--- config.mk ---
export PLATFORM = sky130hd
export DESIGN_NAME = fdcrs_status0
export DESIGN_NICKNAME = d
export VERILOG_FILES = /design/src/rtl/fdcrs_pkg.sv /design/src/rtl/fdcrs_if.sv /design/src/rtl/fdcrs_step_cnt.sv /design/src/rtl/fdcrs_status0.sv
export SDC_FILE = /design/constraint.sdc
export NUM_CORES = 1
export LEC_CHECK = 0
export ABC_AREA = 1
export BUFFER_PORTS_ARGS = -buffer_cell sky130_fd_sc_hd__clkbuf_2
export CELL_PAD_IN_SITES_DETAIL_PLACEMENT = 1
export CELL_PAD_IN_SITES_GLOBAL_PLACEMENT = 1
export CORE_UTILIZATION = 37
export DETAILED_ROUTE_END_ITERATION = 10
export PLACE_DENSITY = 0.74
export SLEW_MARGIN = 20
export SYNTH_ARGS = -nofsm -noshare
export SYNTH_HDL_FRONTEND = slang
export SYNTH_HIERARCHICAL = 1
export SYNTH_SLANG_ARGS = --single-unit
--- constraint.sdc ---
create_clock -name mclk -period 1.6 [get_ports mclk]
set_clock_uncertainty 0.05 [all_clocks]
set_input_delay 0.08 -clock mclk [delete_from_list [all_inputs] [get_ports mclk]]
set_output_delay 0.08 -clock mclk [all_outputs]
set_load 0.005 [all_outputs]
--- src/rtl/fdcrs_pkg.sv ---
// fdcrs_pkg: constants for the first result status byte logic.
// assumes a single 10 MHz clock and a controller-level command sequencer.
package fdcrs_pkg;
	localparam int          CLK_HZ          = 10_000_000;
	localparam logic [6:0]  MAX_STEPS       = 7'h4d;
	localparam logic [6:0]  STEP_RST        = 7'h00;
	localparam logic [7:0]  ST_RST          = 8'h00;
	localparam int          POS_TCODE_HI    = 7;
	localparam int          POS_TCODE_LO    = 6;
	localparam int          POS_SEEK_END    = 5;
	localparam int          POS_EQUIP_FAULT = 4;
	localparam int          POS_NOT_READY   = 3;
	localparam logic [1:0]  TC_NORMAL       = 2'h0;
	localparam logic [1:0]  TC_ABNORMAL     = 2'h1;
	localparam logic [1:0]  TC_INVALID      = 2'h2;
	localparam logic [1:0]  TC_READY_CHG    = 2'h3;
	localparam logic [7:0]  IRQ_MASK_RST    = 8'h00;

	typedef enum logic [2:0] {
		CMD_OTHER,
		CMD_READ,
		CMD_WRITE,
		CMD_SEEK,
		CMD_RECAL,
		CMD_INVALID
	} fdcrs_cmd_t;
endpackage : fdcrs_pkg

--- src/rtl/fdcrs_if.sv ---
// fdcrs_if: step counter link between the status core and its counter.
// assumes both ends share mclk.
`timescale 1ns/1ns
interface fdcrs_if;
	logic       clear;
	logic       step;
	logic       limit;
	modport core (output clear, output step, input limit);
	modport cnt  (input clear, input step, output limit);
endinterface : fdcrs_if

--- src/rtl/fdcrs_step_cnt.sv ---
// fdcrs_step_cnt: counts step pulses of a recalibrate.
// assumes step is a one-cycle pulse per issued step.
`timescale 1ns/1ns
module fdcrs_step_cnt
	import fdcrs_pkg::*;
(
	// clock and reset
	input  wire logic mclk,
	input  wire logic nrst,
	// link to core
	fdcrs_if.cnt      lnk
);
	logic [6:0] count;
	logic [6:0] next_count;

	always_comb begin
		next_count = count;
		if (lnk.clear) begin
			next_count = STEP_RST;
		end else if (lnk.step && count != MAX_STEPS) begin
			next_count = count + 7'h01;
		end
	end

	always_ff @(posedge mclk or negedge nrst) begin
		if (!nrst) begin
			count <= STEP_RST;
		end else begin
			count <= next_count;
		end
	end

	assign lnk.limit = (count == MAX_STEPS);

	a_step_saturate: assert property (@(posedge mclk) disable iff (!nrst)
		(count == MAX_STEPS && !lnk.clear) |=> count == MAX_STEPS)
		else $error("step count left its limit");
	a_step_inc: assert property (@(posedge mclk) disable iff (!nrst)
		(lnk.step && !lnk.clear && count < MAX_STEPS) |=> count == $past(count) + 7'h01)
		else $error("step count missed a pulse");
endmodule : fdcrs_step_cnt

--- src/rtl/fdcrs_status0.sv ---
// fdcrs_status0: termination code and seek/fault/not-ready flags of status byte 0.
// assumes the sequencer pulses cmd_start with the decoded command and cmd_done at end;
// drive inputs are synchronous to mclk. register port: read data one cycle later.
`timescale 1ns/1ns

// Overview of operation
// - top two bits carry termination code
// - ready change in command aborts with ready change termination code
// - seek completion sets seek end flag
// - drive fault sets equipment fault flag
// - 77 recalibrate steps without track zero
// - read/write to not-ready drive flags
// - side one on single sided drive flags
module fdcrs_status0
	import fdcrs_pkg::*;
(
	// clock and reset
	input  wire logic              mclk,
	input  wire logic              nrst,
	// command sequencer
	input  wire logic              cmd_start,
	input  wire fdcrs_pkg::fdcrs_cmd_t cmd_kind,
	input  wire logic              cmd_head,
	input  wire logic              cmd_done,
	input  wire logic              step_pulse_in,
	// selected drive
	input  wire logic              drv_ready,
	input  wire logic              drv_fault,
	input  wire logic              drv_track0,
	input  wire logic              drv_two_sided,
	// register port
	input  wire logic [1:0]        reg_addr,
	input  wire logic [7:0]        reg_wdata,
	input  wire logic              reg_wr,
	input  wire logic              reg_rd,
	output logic [7:0]             reg_rdata,
	// results
	output logic                   cmd_abort,
	output logic                   step_stop,
	output logic                   irq
);
	import fdcrs_pkg::*;

	localparam logic [1:0] ADDR_STATUS0  = 2'h0;
	localparam logic [1:0] ADDR_IRQ_STAT = 2'h1;
	localparam logic [1:0] ADDR_IRQ_MASK = 2'h2;
	localparam int         IRQ_ABORT     = 0;
	localparam int         IRQ_FAULT     = 1;
	localparam int         IRQ_DONE      = 2;

	typedef enum logic [1:0] {S_IDLE, S_RUN, S_RECAL} fdcrs_state_t;

	fdcrs_if lnk ();

	fdcrs_state_t state, next_state;
	logic [1:0] termination_code, next_termination_code;
	logic       seek_end_flag, next_seek_end_flag;
	logic       equipment_fault_flag, next_equipment_fault_flag;
	logic       drive_not_ready_flag, next_drive_not_ready_flag;
	logic       ready_prev, next_ready_prev;
	logic       is_seek, next_is_seek;
	logic       next_cmd_abort, next_step_stop;
	logic [7:0] irq_stat, next_irq_stat, irq_mask, next_irq_mask;
	logic [7:0] next_reg_rdata, ev;
	logic       next_irq;
	logic [7:0] status0;

	assign status0 = {termination_code, seek_end_flag, equipment_fault_flag,
	                  drive_not_ready_flag, 3'h0};

	fdcrs_step_cnt u_cnt (
		.mclk (mclk),
		.nrst (nrst),
		.lnk  (lnk)
	);

	assign lnk.clear = cmd_start;
	assign lnk.step  = step_pulse_in && state == S_RECAL;

	always_comb begin
		next_state                = state;
		next_termination_code     = termination_code;
		next_seek_end_flag        = seek_end_flag;
		next_equipment_fault_flag = equipment_fault_flag;
		next_drive_not_ready_flag = drive_not_ready_flag;
		next_ready_prev           = drv_ready;
		next_is_seek              = is_seek;
		next_cmd_abort            = 1'b0;
		next_step_stop            = 1'b0;
		ev                        = 8'h00;
		if (cmd_start) begin
			next_termination_code     = TC_NORMAL;
			next_seek_end_flag        = 1'b0;
			next_equipment_fault_flag = 1'b0;
			next_drive_not_ready_flag = 1'b0;
			next_is_seek              = (cmd_kind == CMD_SEEK);
			next_state                = S_RUN;
			case (cmd_kind)
				CMD_INVALID: begin
					next_termination_code = TC_INVALID;
					next_state            = S_IDLE;
					ev[IRQ_DONE]          = 1'b1;
				end
				CMD_READ, CMD_WRITE: begin
					if (!drv_ready || (cmd_head && !drv_two_sided)) begin
						next_drive_not_ready_flag = 1'b1;
						next_termination_code     = TC_ABNORMAL;
						next_cmd_abort            = 1'b1;
						next_state                = S_IDLE;
						ev[IRQ_ABORT]             = 1'b1;
					end
				end
				CMD_RECAL: begin
					next_state = S_RECAL;
				end
				default: begin
				end
			endcase
		end else if (state != S_IDLE) begin
			if (drv_ready != ready_prev) begin
				next_termination_code = TC_READY_CHG;
				next_cmd_abort        = 1'b1;
				next_state            = S_IDLE;
				ev[IRQ_ABORT]         = 1'b1;
			end else if (drv_fault) begin
				next_equipment_fault_flag = 1'b1;
				next_termination_code     = TC_ABNORMAL;
				next_cmd_abort            = 1'b1;
				next_state                = S_IDLE;
				ev[IRQ_FAULT]             = 1'b1;
			end else if (state == S_RECAL && drv_track0) begin
				next_state = S_RUN;
			end else if (state == S_RECAL && lnk.limit) begin
				next_equipment_fault_flag = 1'b1;
				next_termination_code     = TC_ABNORMAL;
				next_step_stop            = 1'b1;
				next_state                = S_IDLE;
				ev[IRQ_FAULT]             = 1'b1;
			end else if (cmd_done) begin
				next_seek_end_flag = 1'b1;
				next_state         = S_IDLE;
				ev[IRQ_DONE]       = 1'b1;
			end
		end
	end

	// interrupt status: set wins over write-one-to-clear
	always_comb begin
		next_irq_stat  = irq_stat;
		next_irq_mask  = irq_mask;
		next_reg_rdata = 8'h00;
		if (reg_wr && reg_addr == ADDR_IRQ_STAT) begin
			next_irq_stat = irq_stat & ~reg_wdata;
		end
		if (reg_wr && reg_addr == ADDR_IRQ_MASK) begin
			next_irq_mask = reg_wdata;
		end
		next_irq_stat = next_irq_stat | ev;
		if (reg_rd) begin
			case (reg_addr)
				ADDR_STATUS0:  next_reg_rdata = status0;
				ADDR_IRQ_STAT: next_reg_rdata = irq_stat;
				ADDR_IRQ_MASK: next_reg_rdata = irq_mask;
				default:       next_reg_rdata = 8'h00;
			endcase
		end
		next_irq = |(next_irq_stat & next_irq_mask);
	end

	always_ff @(posedge mclk or negedge nrst) begin
		if (!nrst) begin
			state                <= S_IDLE;
			termination_code     <= TC_NORMAL;
			seek_end_flag        <= 1'b0;
			equipment_fault_flag <= 1'b0;
			drive_not_ready_flag <= 1'b0;
			ready_prev           <= 1'b0;
			is_seek              <= 1'b0;
			cmd_abort            <= 1'b0;
			step_stop            <= 1'b0;
			irq_stat             <= ST_RST;
			irq_mask             <= IRQ_MASK_RST;
			reg_rdata            <= ST_RST;
			irq                  <= 1'b0;
		end else begin
			state                <= next_state;
			termination_code     <= next_termination_code;
			seek_end_flag        <= next_seek_end_flag && next_is_seek;
			equipment_fault_flag <= next_equipment_fault_flag;
			drive_not_ready_flag <= next_drive_not_ready_flag;
			ready_prev           <= next_ready_prev;
			is_seek              <= next_is_seek;
			cmd_abort            <= next_cmd_abort;
			step_stop            <= next_step_stop;
			irq_stat             <= next_irq_stat;
			irq_mask             <= next_irq_mask;
			reg_rdata            <= next_reg_rdata;
			irq                  <= next_irq;
		end
	end

	a_code_legal: assert property (@(posedge mclk) disable iff (!nrst)
		termination_code == TC_INVALID |-> status0[5:3] == 3'h0)
		else $error("invalid command carries flags");
	a_ready_abort: assert property (@(posedge mclk) disable iff (!nrst)
		(state != S_IDLE && !cmd_start && drv_ready != ready_prev)
		|=> termination_code == TC_READY_CHG && cmd_abort)
		else $error("ready change not aborted");
	a_seek_end: assert property (@(posedge mclk) disable iff (!nrst)
		(state == S_RUN && is_seek && !cmd_start && cmd_done && drv_ready == ready_prev
		 && !drv_fault) |=> seek_end_flag)
		else $error("seek end not set");
	a_fault_flag: assert property (@(posedge mclk) disable iff (!nrst)
		(state != S_IDLE && !cmd_start && drv_fault && drv_ready == ready_prev)
		|=> equipment_fault_flag)
		else $error("fault not flagged");
	a_recal_limit: assert property (@(posedge mclk) disable iff (!nrst)
		(state == S_RECAL && !cmd_start && lnk.limit && !drv_track0 && !drv_fault
		 && drv_ready == ready_prev) |=> equipment_fault_flag && step_stop)
		else $error("recalibrate limit missed");
	a_not_ready: assert property (@(posedge mclk) disable iff (!nrst)
		(cmd_start && (cmd_kind == CMD_READ || cmd_kind == CMD_WRITE) && !drv_ready)
		|=> drive_not_ready_flag)
		else $error("not ready not flagged");
	a_single_side: assert property (@(posedge mclk) disable iff (!nrst)
		(cmd_start && (cmd_kind == CMD_READ || cmd_kind == CMD_WRITE) && cmd_head
		 && !drv_two_sided) |=> drive_not_ready_flag)
		else $error("side one not flagged");
	a_start_clear: assert property (@(posedge mclk) disable iff (!nrst)
		(cmd_start && cmd_kind == CMD_SEEK) |=> status0 == 8'h00)
		else $error("flags not cleared");
	a_irq_level: assert property (@(posedge mclk) disable iff (!nrst)
		irq == |($past(next_irq_stat) & $past(next_irq_mask)) || $rose(nrst))
		else $error("irq level wrong");

	c_seek_done: cover property (@(posedge mclk) disable iff (!nrst) $rose(seek_end_flag));
	c_recal_fail: cover property (@(posedge mclk) disable iff (!nrst) step_stop);
	c_ready_abort: cover property (@(posedge mclk) disable iff (!nrst)
		cmd_abort && !drive_not_ready_flag && !equipment_fault_flag);
	c_invalid: cover property (@(posedge mclk) disable iff (!nrst)
		termination_code == TC_INVALID);
endmodule : fdcrs_status0

# Word-level counts from Yosys, hierarchy flattened
# Cells that the tools add are included.
# totals
ff_bits	43
latch_bits	0
ram_bits	0
rom_bits	0
output_inout_bits	11
elab_cells	117
n_memories	0
# classes
add_sub_neg	1
mul	0
n_div	0
magnitude_cmp	0
eq_ne	14
shift	0
mux	61
bitwise	4
n_reduce_logical	23
# ops
cell	n
$mux W1	37
$mux W2	15
$mux W8	3
$pmux W8 S3	1
$and A8 B8 Y8	2
$mux W7	2
$logic_and A1 B1 Y1	8
$not A8 Y8	1
$or A8 B3 Y8	1
$reduce_or A8 Y1	1
$add A7 B1 Y7 const B	1
$eq A7 B7 Y1 const B	1
$ne A7 B7 Y1 const B	1
$eq A3 B2 Y1 const B	2
$eq A3 B3 Y1 const B	2
$pmux W2 S3	1
$reduce_bool A2 Y1	3
$reduce_bool A6 Y1	1
$eq A2 B2 Y1 const B	2
$ne A4 B4 Y1 const B	1
$pmux W2 S2	1
$reduce_and A4 Y1	1
$reduce_bool A4 Y1	1
$eq A3 B1 Y1 const B	1
other kinds (12)	13

# Logic depth before layout (Yosys ltp)
# Gate-level depths: netlist of the first run.
# depth
ltp_word	11
ltp_mapped	14
depth_no_buf	14

# Hierarchy
# Netlist of the first run, hierarchy kept.
# modules_own_cells
module	n_inst	cells_each	area_per_inst_um2	seq_area_each_um2
fdcrs_status0	1	224	1752.9	900.9
fdcrs_step_cnt	1	62	478.0	175.2

# Worst setup path before layout of the first run
# OpenSTA, ideal clock, no wires.
# synth_timing
path_kind	register -> register
startpoint	reg u_cnt.count[1]
endpoint	reg irq
arrival_ns	1.425
required_ns	1.431
slack_ns	0.006
stages_incl_launch_ff	14
synth_period_minus_slack_ns	1.594
cell_sequence	dfrtp_1 inv_1 ha_1 nand2_1 inv_1 nand3_4 inv_1 nand3_1 nand3_1 nor2_1 nor2_1 nor2_1 nor2_1 nand2_1
# synth_via
elab_chain_len	11
# synth_rtl
element	line	source
from (decl)	fdcrs_step_cnt.sv:13	logic [6:0] count;
from (signal assigned)	fdcrs_step_cnt.sv:29	count <= next_count;
$eq A7 B7 Y1 *	fdcrs_step_cnt.sv:33	assign lnk.limit = (count == MAX_STEPS);
via lnk.limit	fdcrs_if.sv:7	logic limit;
$logic_and A1 B1 Y1 *	fdcrs_status0.sv:133	end else if (state == S_RECAL && lnk.limit) begin
$mux W1	fdcrs_status0.sv:133	
$mux W2 *	fdcrs_status0.sv:131	end else if (state == S_RECAL && drv_track0) begin
$mux W1	fdcrs_status0.sv:125	end else if (drv_fault) begin
$mux W2 *	fdcrs_status0.sv:120	if (drv_ready != ready_prev) begin
$mux W3 *	fdcrs_status0.sv:119	end else if (state != S_IDLE) begin
$mux W1	fdcrs_status0.sv:91	if (cmd_start) begin
$or A8 B3 Y8 *	fdcrs_status0.sv:158	next_irq_stat = next_irq_stat | ev;
$and A8 B8 Y8 *	fdcrs_status0.sv:167	next_irq = |(next_irq_stat & next_irq_mask);
$reduce_or A8 Y1 *	fdcrs_status0.sv:167	
via next_irq	fdcrs_status0.sv:65	logic next_irq;
to (signal assigned)	fdcrs_status0.sv:198	irq <= next_irq;
to (decl)	fdcrs_status0.sv:40	output logic irq
# Mark *: on every way through the listed nets, which the timed path passes. The rest lies on a longest branch.
# A chain may end at the register's enable or synchronous reset.

# Worst setup path in the final report of the first run
# Ends and elaborated chain as after synthesis.

==> summary.md, run 1 <==
| Metric | Value |
|---|---|
| Core area | `about 5600 um2` |
| Tmin final | `1640 ps` |
| Count leader, synth | `nand2_1` |
| CP startpoint kind | `register` |
| I/O Buffers | `35` |
| Die footprint | `6340 um2` |
| Initial DRC count | `66` |
| Synthesis-stage register bit count | `43` |
| Share of layout cells above drive strength 1 | `30.3%` |
| DRC errors left | `0` |
| Max incr delay on CP | `between 400 and 500 ps` |
| Top cell type by total area after synthesis | `dfrtp_1` |
| Antenna diode count | `0` |
| Mapped Cells | `286` |
| Worst-skew pair later-pin latency | `290 ps` |
| Required time worst endpoint | `about 1700 ps` |
| CTS H-tree depth | `2` |
| Cell Area, Placed | `between 2000 and 3000 um2` |
| Vias in the first global route | `approximately 2100` |
| Family with the most delay on the worst path | `simple AND/OR/NAND/NOR gates` |
| Slew HR | `between 60% and 70%` |
| Arrival time worst endpoint | `1770 ps` |
| Post-Layout Inst Area | `2830 um2` |
| Most used cell, CP | `nor2_1` |
| Post-Syn Nets | `approximately 310` |
| Die Y-Extent | `79.7 um` |
| Max Cap Viol | `0` |
| Top-Level Pins | `36` |
| Gp weighted congestion | `between 0.7 and 0.8` |
| Post-Synth Adder-Cell Area | `1.12%` |
| Slew @ Worst Pin | `557 ps` |
| Sequential Power Share | `between 40% and 50%` |
| DR pass1 iterations | `4` |
| Source of the worst register-to-register timing path | `u_cnt/count[1]$_DFFE_PN0P_` |
| Avg Inst Size Synth | `7.80 um2` |
| Layout Nets | `374` |
| Worst setup margin | `-36.7 ps` |
| Pint | `about 1800 uW` |
| NetSw | `710 uW` |
| Final period util | `102%` |
| Sequential element share of the synthesized area | `approximately half` |
| Crit-path max FO | `2` |
| Cell variety after synth | `27` |
| Vias per cell | `4.85` |
| Post-DP HPWL | `4230 um` |
| Worst vdd ir | `0.457 mV` |
| Setup crit start | `u_cnt/count[1]$_DFFE_PN0P_` |
| WL/cell | `roughly 14 um` |
| Top cells by count, synth | `nand2_1, inv_1, dfrtp_1` |
| Power density cells | `about 900 nW/um2` |
| Area growth syn-to-layout | `26.7%` |
| Total gr overflow | `0` |
| Post-synth EDFFs | `0` |
| Max-slew violation count | `0` |
| HP Class | `in2reg` |
| Largest net degree at the start of global routing | `44` |
| Setup tns final | `-87.3 ps` |
| Die X | `approximately 80 um` |
| Main combinational cell family by area after synthesis | `simple AND/OR/NAND/NOR gates` |
| Final hold vios | `0` |
| Synth Warn # | `6` |
| R2r setup slk | `-40 ps` |
| Ys async rst share | `100%` |
| Synth Area in Compound Gates | `6.34%` |
| Xor and xnor area share after synthesis | `1.18%` |
| Commonest register cell after synthesis | `dfrtp_1` |
| Kind of end point of the critical path | `register` |
| Leakage power | `0.00156 uW` |
| Util after Layout | `50.1%` |
| Synth top area cells | `dfrtp_1, nand2_1, inv_1` |
| Slowest CP cell | `dfrtp_1` |
| CTS tree | `built` |
| Final setup viols | `3` |
| Clock share of power | `32.4%` |
| WS Path Type | `reg2reg` |
| CTS Buf Count | `5` |
| CP bufs+invs | `3` |
| Max frequency | `a little over 600 MHz` |
| Simple-gate share of the synthesized area | `34.2%` |
| Post-route antenna net violation count | `0` |
| Filler cell count | `721` |
| Crit-path cells | `inv_2 -> ha_4 -> nand2_2 -> inv_2 -> nand3_4 -> inv_2 -> nand3_2 -> nand3_2 -> nor2_1 -> nor2_1 -> nor2_1 -> nor2_1 -> nand2_1` |
| Critical Path Sink | `irq$_DFF_PN0_` |
| Via count | `2033` |
| Worst-path clk slew | `roughly 80 ps` |
| Critical path depth | `13` |
| Num rows | `27` |
| Sw frac | `27.9%` |
| Comb pwr share | `about a fifth` |
| Clock tree sinks | `43` |
| Area share of the largest cell type after synthesis | `48.2%` |
| RSZ-0062 raised after global routing | `yes` |
| Status | `complete, but fails checks` |
| Reg2reg end | `irq$_DFF_PN0_` |
| First-pass GRT wire length | `9830 um` |
| GRT Util Overall | `20.3%` |
| CTS Buffer Depth | `2` |
| Syn Std Cell Area | `between 2000 and 2500 um2` |
| Detailed Route WL | `about 6000 um` |
| Initial core utilization | `39.5%` |
| Mux cell area share after synthesis | `0%` |
| Root cell of the clock tree | `clkbuf_8` |
| Antenna violations before repair | `0` |
| Failing checks | `setup timing` |
| Cells on worst reg2reg path | `13` |
==> area by class of cell <==
class	count	area, um2	area share [%]
multi-input combinational	193	1030	36.3
tap	72	90.1	3.19
clock inverter	1	30.0	1.06
inverter	47	176	6.24
timing repair buffer	57	354	12.5
clock buffer	6	72.6	2.57
sequential	43	1080	38.1
==> power by group through the flow <==
stage          Sequential, uW  Clock (uW)  Combinational, uW
6_report                 1240         825                484
5_1_grt                  1250         894                546
4_1_cts                  1240         851                437
3_5_place_dp             1260           0                409
3_3_place_gp             1260           0                396
2_1_floorplan            1250           0                229
==> worst min-delay path, delay by kind of cell <==
| kind | cells | cell delay [ps] |
|---|---|---|
| buf+inv | 2 | 130 |
| simple gates | 2 | 100 |
==> registers in the layout, indices dropped and copies added, names as in the netlist, 2 cells and up <==
signal	flops
reg_rdata	8
u_cnt/count	7
termination_code	2
irq_mask	8
irq_stat	8
state	2
==> per-stage QoR <==
step	total power (uW)	cells	worst slack (ps)	hold WS [ps]
2_1_floorplan	1480	286	5.91	-266
3_3_place_gp	1650	401	22.5	143
3_5_place_dp	1670	401	-80.3	146
4_1_cts	2530	416	1.31	4.57
5_1_grt	2690	419	-141	17.7
6_report	2550	419	-36.7	4.29
==> how the worst min path moves through the flow <==
| stage | cells past startpoint | to | from |
|---|---|---|---|
| after CTS | 4 | irq_stat[3]$_DFF_PN0_ | reg_wdata[3] |
| after global routing | 3 | irq_mask[4]$_DFF_PN0_ | reg_wdata[4] |
| after detailed placement | 2 | is_seek$_DFF_PN0_ | nrst |
| after floorplan | 0 | cmd_abort$_DFF_PN0_ | nrst |
| after global placement | 2 | is_seek$_DFF_PN0_ | nrst |
| final | 4 | irq_stat[3]$_DFF_PN0_ | reg_wdata[3] |
==> logic make-up (layout without fill, tap and decap cells) <==
logic type / after synthesis / after routing
xor+xnor: 3 / 3
buf+inv: 50 / 111
simple gates: 165 / 165
fa+ha+maj: 2 / 2
flops: 43 / 43
compound gates: 23 / 23
==> metal layers <==
metal,wire length [um],vias to the layer above,track usage (%)
met4,62,0,5.82
met2,3040,26,34.8
met3,133,7,3.43
li1,-,1004,-
met1,2740,996,26.0
met5,0,-,0
==> placed cells by master, fill, tap and decap left out, types with 15 or more instances in the layout <==
cell and instances:
nand2_1 80, dfrtp_1 43, inv_1 40, clkbuf_2 35, nand3_1 27, nor2_1 19
buf_4 17, nand2_2 15
==> timing repair <==
item / in CTS / in global routing
gates resized for setup: 5 / 21
endpoints found under the setup margin: 4 / 6
hold buffers: 4 / 0
buffers inserted: 4 / 3
hold endpoints to repair: 46 / 0
pin swaps: 2 / 17
No activity file was read; power rests on OpenSTA's default activity.
==> inputs of run 2 (changes only) <==
--- a/config.mk
+++ b/config.mk
@@ -5,13 +5,13 @@
 export SDC_FILE = /design/constraint.sdc
 export NUM_CORES = 1
 export LEC_CHECK = 0
-export ABC_AREA = 1
+export ABC_AREA = 0
 export BUFFER_PORTS_ARGS = -buffer_cell sky130_fd_sc_hd__clkbuf_2
 export CELL_PAD_IN_SITES_DETAIL_PLACEMENT = 1
 export CELL_PAD_IN_SITES_GLOBAL_PLACEMENT = 1
-export CORE_UTILIZATION = 37
+export CORE_UTILIZATION = 39
 export DETAILED_ROUTE_END_ITERATION = 10
-export PLACE_DENSITY = 0.74
+export PLACE_DENSITY = 0.75
 export SLEW_MARGIN = 20
 export SYNTH_ARGS = -nofsm -noshare
 export SYNTH_HDL_FRONTEND = slang
==> summary.md, run 2 <==
| Metric | Value |
|---|---|
| Kind of end point of the critical path | `register` |
| Required time worst endpoint | `1740 ps (about the same)` |
| Gp weighted congestion | `0.860 (+14%)` |
| Most crowded layer after global routing | `met2` |
| Synth Warn # | `6 (unchanged)` |
| Worst-skew pair later-pin latency | `310 ps (+20 ps)` |
| Initial core utilization | `41.4% (+1.9 points)` |
| I/O Buffers | `35 (unchanged)` |
| Commonest non-fill, non-tap cell in the layout | `buf_4` |
| Mapped Cells | `222 (-22%)` |
| Root cell of the clock tree | `clkbuf_8` |
| RSZ-0062 raised after global routing | `yes` |
| Post-route antenna net violation count | `0 (unchanged)` |
| Area growth syn-to-layout | `42.9%` |
| Util after Layout | `59.2% (+9.1 points)` |
| Met1 Usage GRT | `30.1% (+4.1 points)` |
| Cells on worst reg2reg path | `9 (-4)` |
| HP Class | `in2reg` |
| Die Y-Extent | `76.6 um (-3.8%)` |
| Share of layout cells above drive strength 1 | `41.4% (+11 points)` |
| Largest net degree at the start of global routing | `25 (-43%)` |
| Filler cell count | `617 (-14%)` |
| Comb pwr share | `18.3% (-0.7 points)` |
| Worst setup margin | `-734 ps (-698 ps)` |
| Synthesis-stage register bit count | `43 (unchanged)` |
| Max-slew violation count | `0 (unchanged)` |
| CTS Buffer Depth | `2 (unchanged)` |
| Most frequent cells in the layout | `buf_4, dfrtp_1, nand2_1` |
| Die X | `76.6 um (-3.8%)` |
| WL/cell | `16.6 um (+17%)` |
| Power density cells | `820 nW/um2 (-9.0%)` |
| DRC errors left | `0 (unchanged)` |
| Vias in the first global route | `2138 (+0.56%)` |
| Top cells by count, synth | `dfrtp_1, nand2_1, o21ai_0` |
| Met2 Usage GRT | `39.9% (+5.1 points)` |
| Commonest register cell after synthesis | `dfrtp_1` |
| DR pass1 iterations | `4 (unchanged)` |
| GRT Util Overall | `23.1% (+2.8 points)` |
| Final hold vios | `0 (unchanged)` |
| Setup crit start | `u_cnt/count[1]$_DFFE_PN0P_` |
| Slew @ Worst Pin | `569 ps (+11.8 ps)` |
| Max frequency | `428 MHz (-30%)` |
| Sw frac | `26.2% (-1.6 points)` |
| Slew HR | `62.1% (-0.79 points)` |
| Clock share of power | `33.5% (+1.1 points)` |
| Vias per cell | `5.17 (+6.5%)` |
| Post-DP HPWL | `4430 um (+4.6%)` |
| Leakage power | `0.00151 uW (-3.3%)` |
| Synth top area cells | `dfrtp_1, nand2_1, o21ai_0` |
| Critical Path Sink | `irq$_DFF_PN0_` |
| WS Path Type | `reg2reg` |
| Avg Inst Size Synth | `9.78 um2 (+25%)` |
| Count leader, synth | `dfrtp_1` |
| NetSw | `668 uW (-6.0%)` |
| Num rows | `26 (-3.7%)` |
| Crit-path max FO | `2 (unchanged)` |
| Antenna diode count | `0 (unchanged)` |
| Final setup viols | `14 (+11)` |
| Sequential Power Share | `48.2% (-0.5 points)` |
| Initial DRC count | `134 (+100%)` |
| Setup tns final | `-3830 ps (-3740 ps)` |
| CP startpoint kind | `register` |
| Ys async rst share | `100% (unchanged)` |
| Post-synth EDFFs | `0 (unchanged)` |
| Antenna violations before repair | `0 (unchanged)` |
| Status | `complete, but fails checks` |
| Worst vdd ir | `0.386 mV (-15%)` |
| Total gr overflow | `0 (unchanged)` |
| Reg2reg end | `irq$_DFF_PN0_` |
| Syn Std Cell Area | `2170 um2 (-2.7%)` |
| Arrival time worst endpoint | `2480 ps (+710 ps)` |
| Post-Syn Nets | `249 (-20%)` |
| Post-Layout Inst Area | `3100 um2 (+9.8%)` |
| Die footprint | `5870 um2 (-7.5%)` |
| Area share of the largest cell type after synthesis | `49.6% (+1.3 points)` |
| Source of the worst register-to-register timing path | `u_cnt/count[1]$_DFFE_PN0P_` |
| Pint | `1880 uW (+2.1%)` |
| Tmin final | `2330 ps (+698 ps)` |
| R2r setup slk | `-730 ps (-700 ps)` |
| Failing checks | `setup timing` |
| Met3 Resource Use GR | `3.71% (+0.28 points)` |
| Core area | `5240 um2 (-7.2%)` |
| Top flop regs | `irq_mask: 8 flops, irq_stat: 8 flops, reg_rdata: 8 flops` |
| Cell Area, Placed | `2770 um2 (+8.3%)` |
| Via count | `2011 (-1.1%)` |
| Final period util | `146% (+44 points)` |
| Area of the multi-input gates | `1130 um2 (+9.7%)` |
| Cell variety after synth | `47 (+74%)` |
| Max Cap Viol | `0 (unchanged)` |
| CTS tree | `built` |
| CTS H-tree depth | `2 (unchanged)` |
| Design Power | `2550 uW (-0.13%)` |
| Sequential element share of the synthesized area | `49.6% (+1.3 points)` |
| Top-Level Pins | `36 (unchanged)` |
| Worst-path clk slew | `80 ps (about the same)` |
| First-pass GRT wire length | `10500 um (+7.0%)` |
| Layout Nets | `345 (-7.8%)` |
| Top cell type by total area after synthesis | `dfrtp_1` |
| Seq. cell area | `1080 um2 (unchanged)` |
| Clock tree sinks | `43 (unchanged)` |
| CTS Buf Count | `5 (unchanged)` |
| Detailed Route WL | `6460 um (+8.2%)` |
## run 2: cell count changes after synthesis, moves of 9 or more
cell     before  now
nand2_1      88   39
inv_1        44    6
nand3_1      29    4
nor2_1       23    6
o21ai_0       6   21
a21oi_1       3   12
## run 2: area by class of cell
cell class	instances	area share, %
Clock buffer	5	2.22
Clock inverter	3	1.41
Inverter	6	0.726
Sequential cell	43	34.7
Multi-Input combinational cell	166	36.3
Timing Repair Buffer	96	21.8
Tap cell	70	2.82
## run 2: stage by stage
step                instances  hold slack, ps  setup WS (ps)
CTS                       386            17.9           -708
global route              389            30.6           -810
floorplan                 222            -266           -693
global placement          365            38.6           -689
finish                    389            19.2           -734
detailed placement        365            51.3           -762
## run 2: worst min-delay path by stage
stage           startpoint                      to  slack (ps)  cells past startpoint
2_1_floorplan         nrst     cmd_abort$_DFF_PN0_        -270                      0
3_3_place_gp          nrst   irq_mask[5]$_DFF_PN0_          40                      1
3_5_place_dp          nrst   irq_mask[6]$_DFF_PN0_          50                      1
4_1_cts           cmd_done   irq_stat[2]$_DFF_PN0_          20                      3
5_1_grt             reg_rd  reg_rdata[2]$_DFF_PN0_          30                      2
6_report       cmd_kind[1]       is_seek$_DFF_PN0_          20                      3
## run 2: power by group through the flow
stage / Sequential, uW / Clock, uW / Combinational, uW
2_1_floorplan: 1240 / 0 / 186
3_3_place_gp: 1240 / 0 / 404
3_5_place_dp: 1250 / 0 / 415
4_1_cts: 1220 / 874 / 452
5_1_grt: 1230 / 912 / 518
6_report: 1230 / 854 / 466
## run 2: cells by family (layout without fill, tap and decap cells)
| logic type | after synthesis | after routing | share of synthesized area [%] |
|---|---|---|---|
| AO/OA/AOI/OAI | 60 | 60 | 17.4 |
| XOR/XNOR | 2 | 2 | 0.807 |
| adder cells (fa/ha/maj) | 2 | 2 | 1.15 |
| buffers and inverters | 13 | 110 | 2.77 |
| flip-flops | 43 | 43 | 49.6 |
| multiplexers | 8 | 8 | 4.21 |
| AND/OR/NAND/NOR | 94 | 94 | 24.1 |
## run 2: routing by layer
layer	vias up	wire length, um	share of wire, %
met5	-	0	0
met4	0	82	1.3
met3	9	223	3.4
met2	45	3360	52
met1	989	2790	43
li1	968	-	-
## run 2: repair_timing
action	CTS	global route
gates resized for setup	21	11
endpoints found under the setup margin	15	15
hold buffers	6	0
pin swaps	12	6
setup buffers	8	6
hold endpoints to repair	25	0
## run 2: worst max-delay path, stage by stage, from the launching register on
cell      delay, ps
dfrtp_1         360
inv_2            40
ha_2            160
and3b_2         190
and2_4          170
nor4bb_1        150
o211ai_1        250
a21boi_1         90
or4_1           480
a221o_1         280
==> inputs of run 3 (changes only) <==
--- a/config.mk
+++ b/config.mk
@@ -6,14 +6,13 @@
 export NUM_CORES = 1
 export LEC_CHECK = 0
 export ABC_AREA = 0
-export BUFFER_PORTS_ARGS = -buffer_cell sky130_fd_sc_hd__clkbuf_2
 export CELL_PAD_IN_SITES_DETAIL_PLACEMENT = 1
 export CELL_PAD_IN_SITES_GLOBAL_PLACEMENT = 1
-export CORE_UTILIZATION = 39
+export CORE_UTILIZATION = 44
 export DETAILED_ROUTE_END_ITERATION = 10
-export PLACE_DENSITY = 0.75
+export DONT_BUFFER_PORTS = 1
+export PLACE_DENSITY = 0.73
 export SLEW_MARGIN = 20
 export SYNTH_ARGS = -nofsm -noshare
 export SYNTH_HDL_FRONTEND = slang
-export SYNTH_HIERARCHICAL = 1
 export SYNTH_SLANG_ARGS = --single-unit
==> summary.md, run 3 <==
| Metric | Value |
|---|---|
| RSZ-0062 raised after global routing | `yes` |
| Crit-path max FO | `4 (+2)` |
| CTS Buffer Depth | `2 (unchanged)` |
| Post-DP HPWL | `3890 um (-12%)` |
| WL/cell | `19.6 um (+18%)` |
| Total gr overflow | `0 (unchanged)` |
| Core area | `4470 um2 (-15%)` |
| Arrival time worst endpoint | `1910 ps (-570 ps)` |
| Max frequency | `559 MHz (+31%)` |
| Final setup viols | `14 (unchanged)` |
| GRT Util Overall | `23.8% (+0.69 points)` |
| Worst-skew pair later-pin latency | `300 ps (about the same)` |
| Die X | `71.1 um (-7.2%)` |
| Slew @ Worst Pin | `563 ps (-5.56 ps)` |
| Placed instance count | `251 (-31%)` |
| Post-route antenna net violation count | `0 (unchanged)` |
| Final hold vios | `1 (+1)` |
| Area growth syn-to-layout | `26.5%` |
| Non-Filler Instances | `285 (-27%)` |
| Avg Inst Size Synth | `10.9 um2 (+12%)` |
| Max Cap Viol | `0 (unchanged)` |
| Leakage power | `0.00123 uW (-18%)` |
| Post-Place Worst Slack | `-214 ps (+549 ps)` |
| Top cell type by total area after synthesis | `dfrtp_1` |
| Final hold slack | `-6.47 ps (-25.6 ps)` |
| Count leader, synth | `dfrtp_1` |
| Top cells by count, synth | `dfrtp_1, nand2_1, nor2_1` |
| Mux cell area share after synthesis | `7.87% (+3.7 points)` |
| HP Class | `in2reg` |
| Most frequent cells in the layout | `dfrtp_1, buf_4, dlygate4sd3_1` |
| Vias in the first global route | `1826 (-15%)` |
| Max-slew violation count | `0 (unchanged)` |
| Post-Syn Nets | `219 (-12%)` |
| Synthesis-stage register bit count | `43 (unchanged)` |
| Mapped Cells | `192 (-14%)` |
| Ys async rst share | `100% (unchanged)` |
| Initial DRC count | `72 (-46%)` |
| Antenna violations before repair | `0 (unchanged)` |
| Xor and xnor area share after synthesis | `4.11% (+3.3 points)` |
| Top flop regs | `irq_mask: 8 flops, irq_stat: 8 flops, reg_rdata: 8 flops` |
| Tmin final | `1790 ps (-547 ps)` |
| Clock tree sinks | `43 (unchanged)` |
| Synth Warn # | `0 (-6)` |
| Num rows | `24 (-7.7%)` |
| Cell variety after synth | `52 (+11%)` |
| DR pass1 iterations | `6 (+2)` |
| Simple-gate share of the synthesized area | `17.1% (-7.0 points)` |
| WS Path Type | `reg2reg` |
| Kind of end point of the critical path | `register` |
| Syn Std Cell Area | `2100 um2 (-3.3%)` |
| Worst vdd ir | `0.386 mV (-0.14%)` |
| Detailed Route WL | `5600 um (-13%)` |
| Largest net degree at the start of global routing | `44 (+76%)` |
| Area share of the largest cell type after synthesis | `51.3% (+1.7 points)` |
| Worst-path clk slew | `80 ps (about the same)` |
| Gp weighted congestion | `0.838 (-2.6%)` |
| Layout Nets | `260 (-25%)` |
| Commonest register cell after synthesis | `dfrtp_1` |
| CTS H-tree depth | `2 (unchanged)` |
| Via count | `1640 (-18%)` |
| Status | `complete, but fails checks` |
| Synth top area cells | `dfrtp_1, mux2_2, mux2i_1` |
| Synth Area in Compound Gates | `14.7% (-2.7 points)` |
| Vias per cell | `5.75 (+11%)` |
| Post-synth EDFFs | `0 (unchanged)` |
| Root cell of the clock tree | `clkbuf_8` |
| Share of layout cells above drive strength 1 | `23.2% (-18 points)` |
| CP startpoint kind | `register` |
| DRC errors left | `0 (unchanged)` |
| Required time worst endpoint | `1720 ps (-20 ps)` |
| CTS Buf Count | `5 (unchanged)` |
| Die Y-Extent | `71.1 um (-7.2%)` |
| Final period util | `112% (-34 points)` |
| Failing checks | `hold timing, setup timing` |
| Sequential element share of the synthesized area | `51.3% (+1.7 points)` |
| Post-Synth Adder-Cell Area | `1.19% (+0.040 points)` |
| Commonest non-fill, non-tap cell in the layout | `dfrtp_1` |
| I/O Buffers | `0 (-100%)` |
| Filler cell count | `491 (-20%)` |
| CTS tree | `built` |
| Initial core utilization | `46.9% (+5.4 points)` |
| First-pass GRT wire length | `9180 um (-13%)` |
| Worst setup margin | `-188 ps (+547 ps)` |
| Setup tns final | `-1410 ps (+2410 ps)` |
| Main combinational cell family by area after synthesis | `simple AND/OR/NAND/NOR gates` |
| Top-Level Pins | `36 (unchanged)` |
| Slew HR | `62.4% (+0.37 points)` |
| Die footprint | `5050 um2 (-14%)` |
| Power density cells | `871 nW/um2 (+6.2%)` |
| Antenna diode count | `0 (unchanged)` |
[run 3: changes by cell type in the layout (fill, tap and decap cells not counted), moves of 4 or more]
cell / change
a21boi_1: -5
a21oi_1: -5
and2_1: +4
buf_4: -30
clkbuf_2: -35
dlygate4sd3_1: +12
inv_1: +4
mux2_2: +7
nand2_1: -25
nor2_1: +4
o21ai_0: -7
xor2_1: +6
[run 3: critical path, cell delays in order (launching register included)]
cell and delay, ps:
dfrtp_1 380, inv_1 60, ha_2 150, and4bb_2 280, a21oi_2 80, and4_1 200
o31a_1 270, nand4bb_1 180
[run 3: worst paths after layout]
kind / start / to / slack, ps / cells after the start
setup / recovery: u_cnt.count[1]$_DFFE_PN0P_ / irq$_DFF_PN0_ / -190 / 7
hold / removal: reg_addr[1] / reg_rdata[6]$_DFF_PN0_ / -6 / 2
setup reg to reg: u_cnt.count[1]$_DFFE_PN0P_ / irq$_DFF_PN0_ / -190 / 7
hold reg to reg: is_seek$_DFF_PN0_ / is_seek$_DFF_PN0_ / 450 / 1
max in group asynchronous: nrst / termination_code[1]$_DFFE_PN0P_ / 1070 / 2
min in group asynchronous: nrst / irq_stat[6]$_DFF_PN0_ / 200 / 2
[run 3: through the flow]
stage	total power (uW)	cell area, um2	hold WS, ps	util [%]
finish	2310	2650	-6.47	59.3
detailed placement	1550	2260	-265	50.5
floorplan	1470	2120	-266	-
global placement	1520	2260	-265	50.5
global route	2420	2650	15.2	59.3
CTS	2320	2570	0.877	57.6
[run 3: timing repair]
action / CTS / global route
pin swaps: 8 / 5
gates resized for setup: 1 / 7
hold endpoints to repair: 81 / 1
hold buffers: 19 / 1
setup endpoints to repair: 13 / 16
setup buffers: 3 / 5
[run 3: cells by family (layout without fill, tap and decap cells)]
| logic type | after synthesis | count (layout) |
|---|---|---|
| XOR/XNOR | 9 | 9 |
| AO/OA/AOI/OAI | 43 | 43 |
| AND/OR/NAND/NOR | 62 | 62 |
| adder cells (fa/ha/maj) | 2 | 2 |
| multiplexers | 15 | 15 |
| flip-flops | 43 | 43 |
| buffers and inverters | 18 | 59 |
[run 3: cell type report]
class / count / area [um2] / area share [%]
clock inverters: 1 / 5.00 / 0.189
multi-input cells: 131 / 1000 / 37.8
inverters: 9 / 33.8 / 1.27
clock buffers: 6 / 82.6 / 3.11
flip-flops and latches: 43 / 1080 / 40.5
well taps: 52 / 65.1 / 2.45
repair buffers: 43 / 389 / 14.7
[run 3: metal layers]
layer  wire length [um]  GRT usage (%)  up-vias
li1                   -              -      756
met1               2230           27.4      834
met2               3040           43.9       40
met3                237           4.99       10
met4                 91           8.00        0
met5                  0              0        -
[run 3: report_power, final]
group / internal (uW) / switching, uW
sequential: 1180 / 64.1
combinational: 199 / 173
clock: 339 / 353
total: 1720 / 590
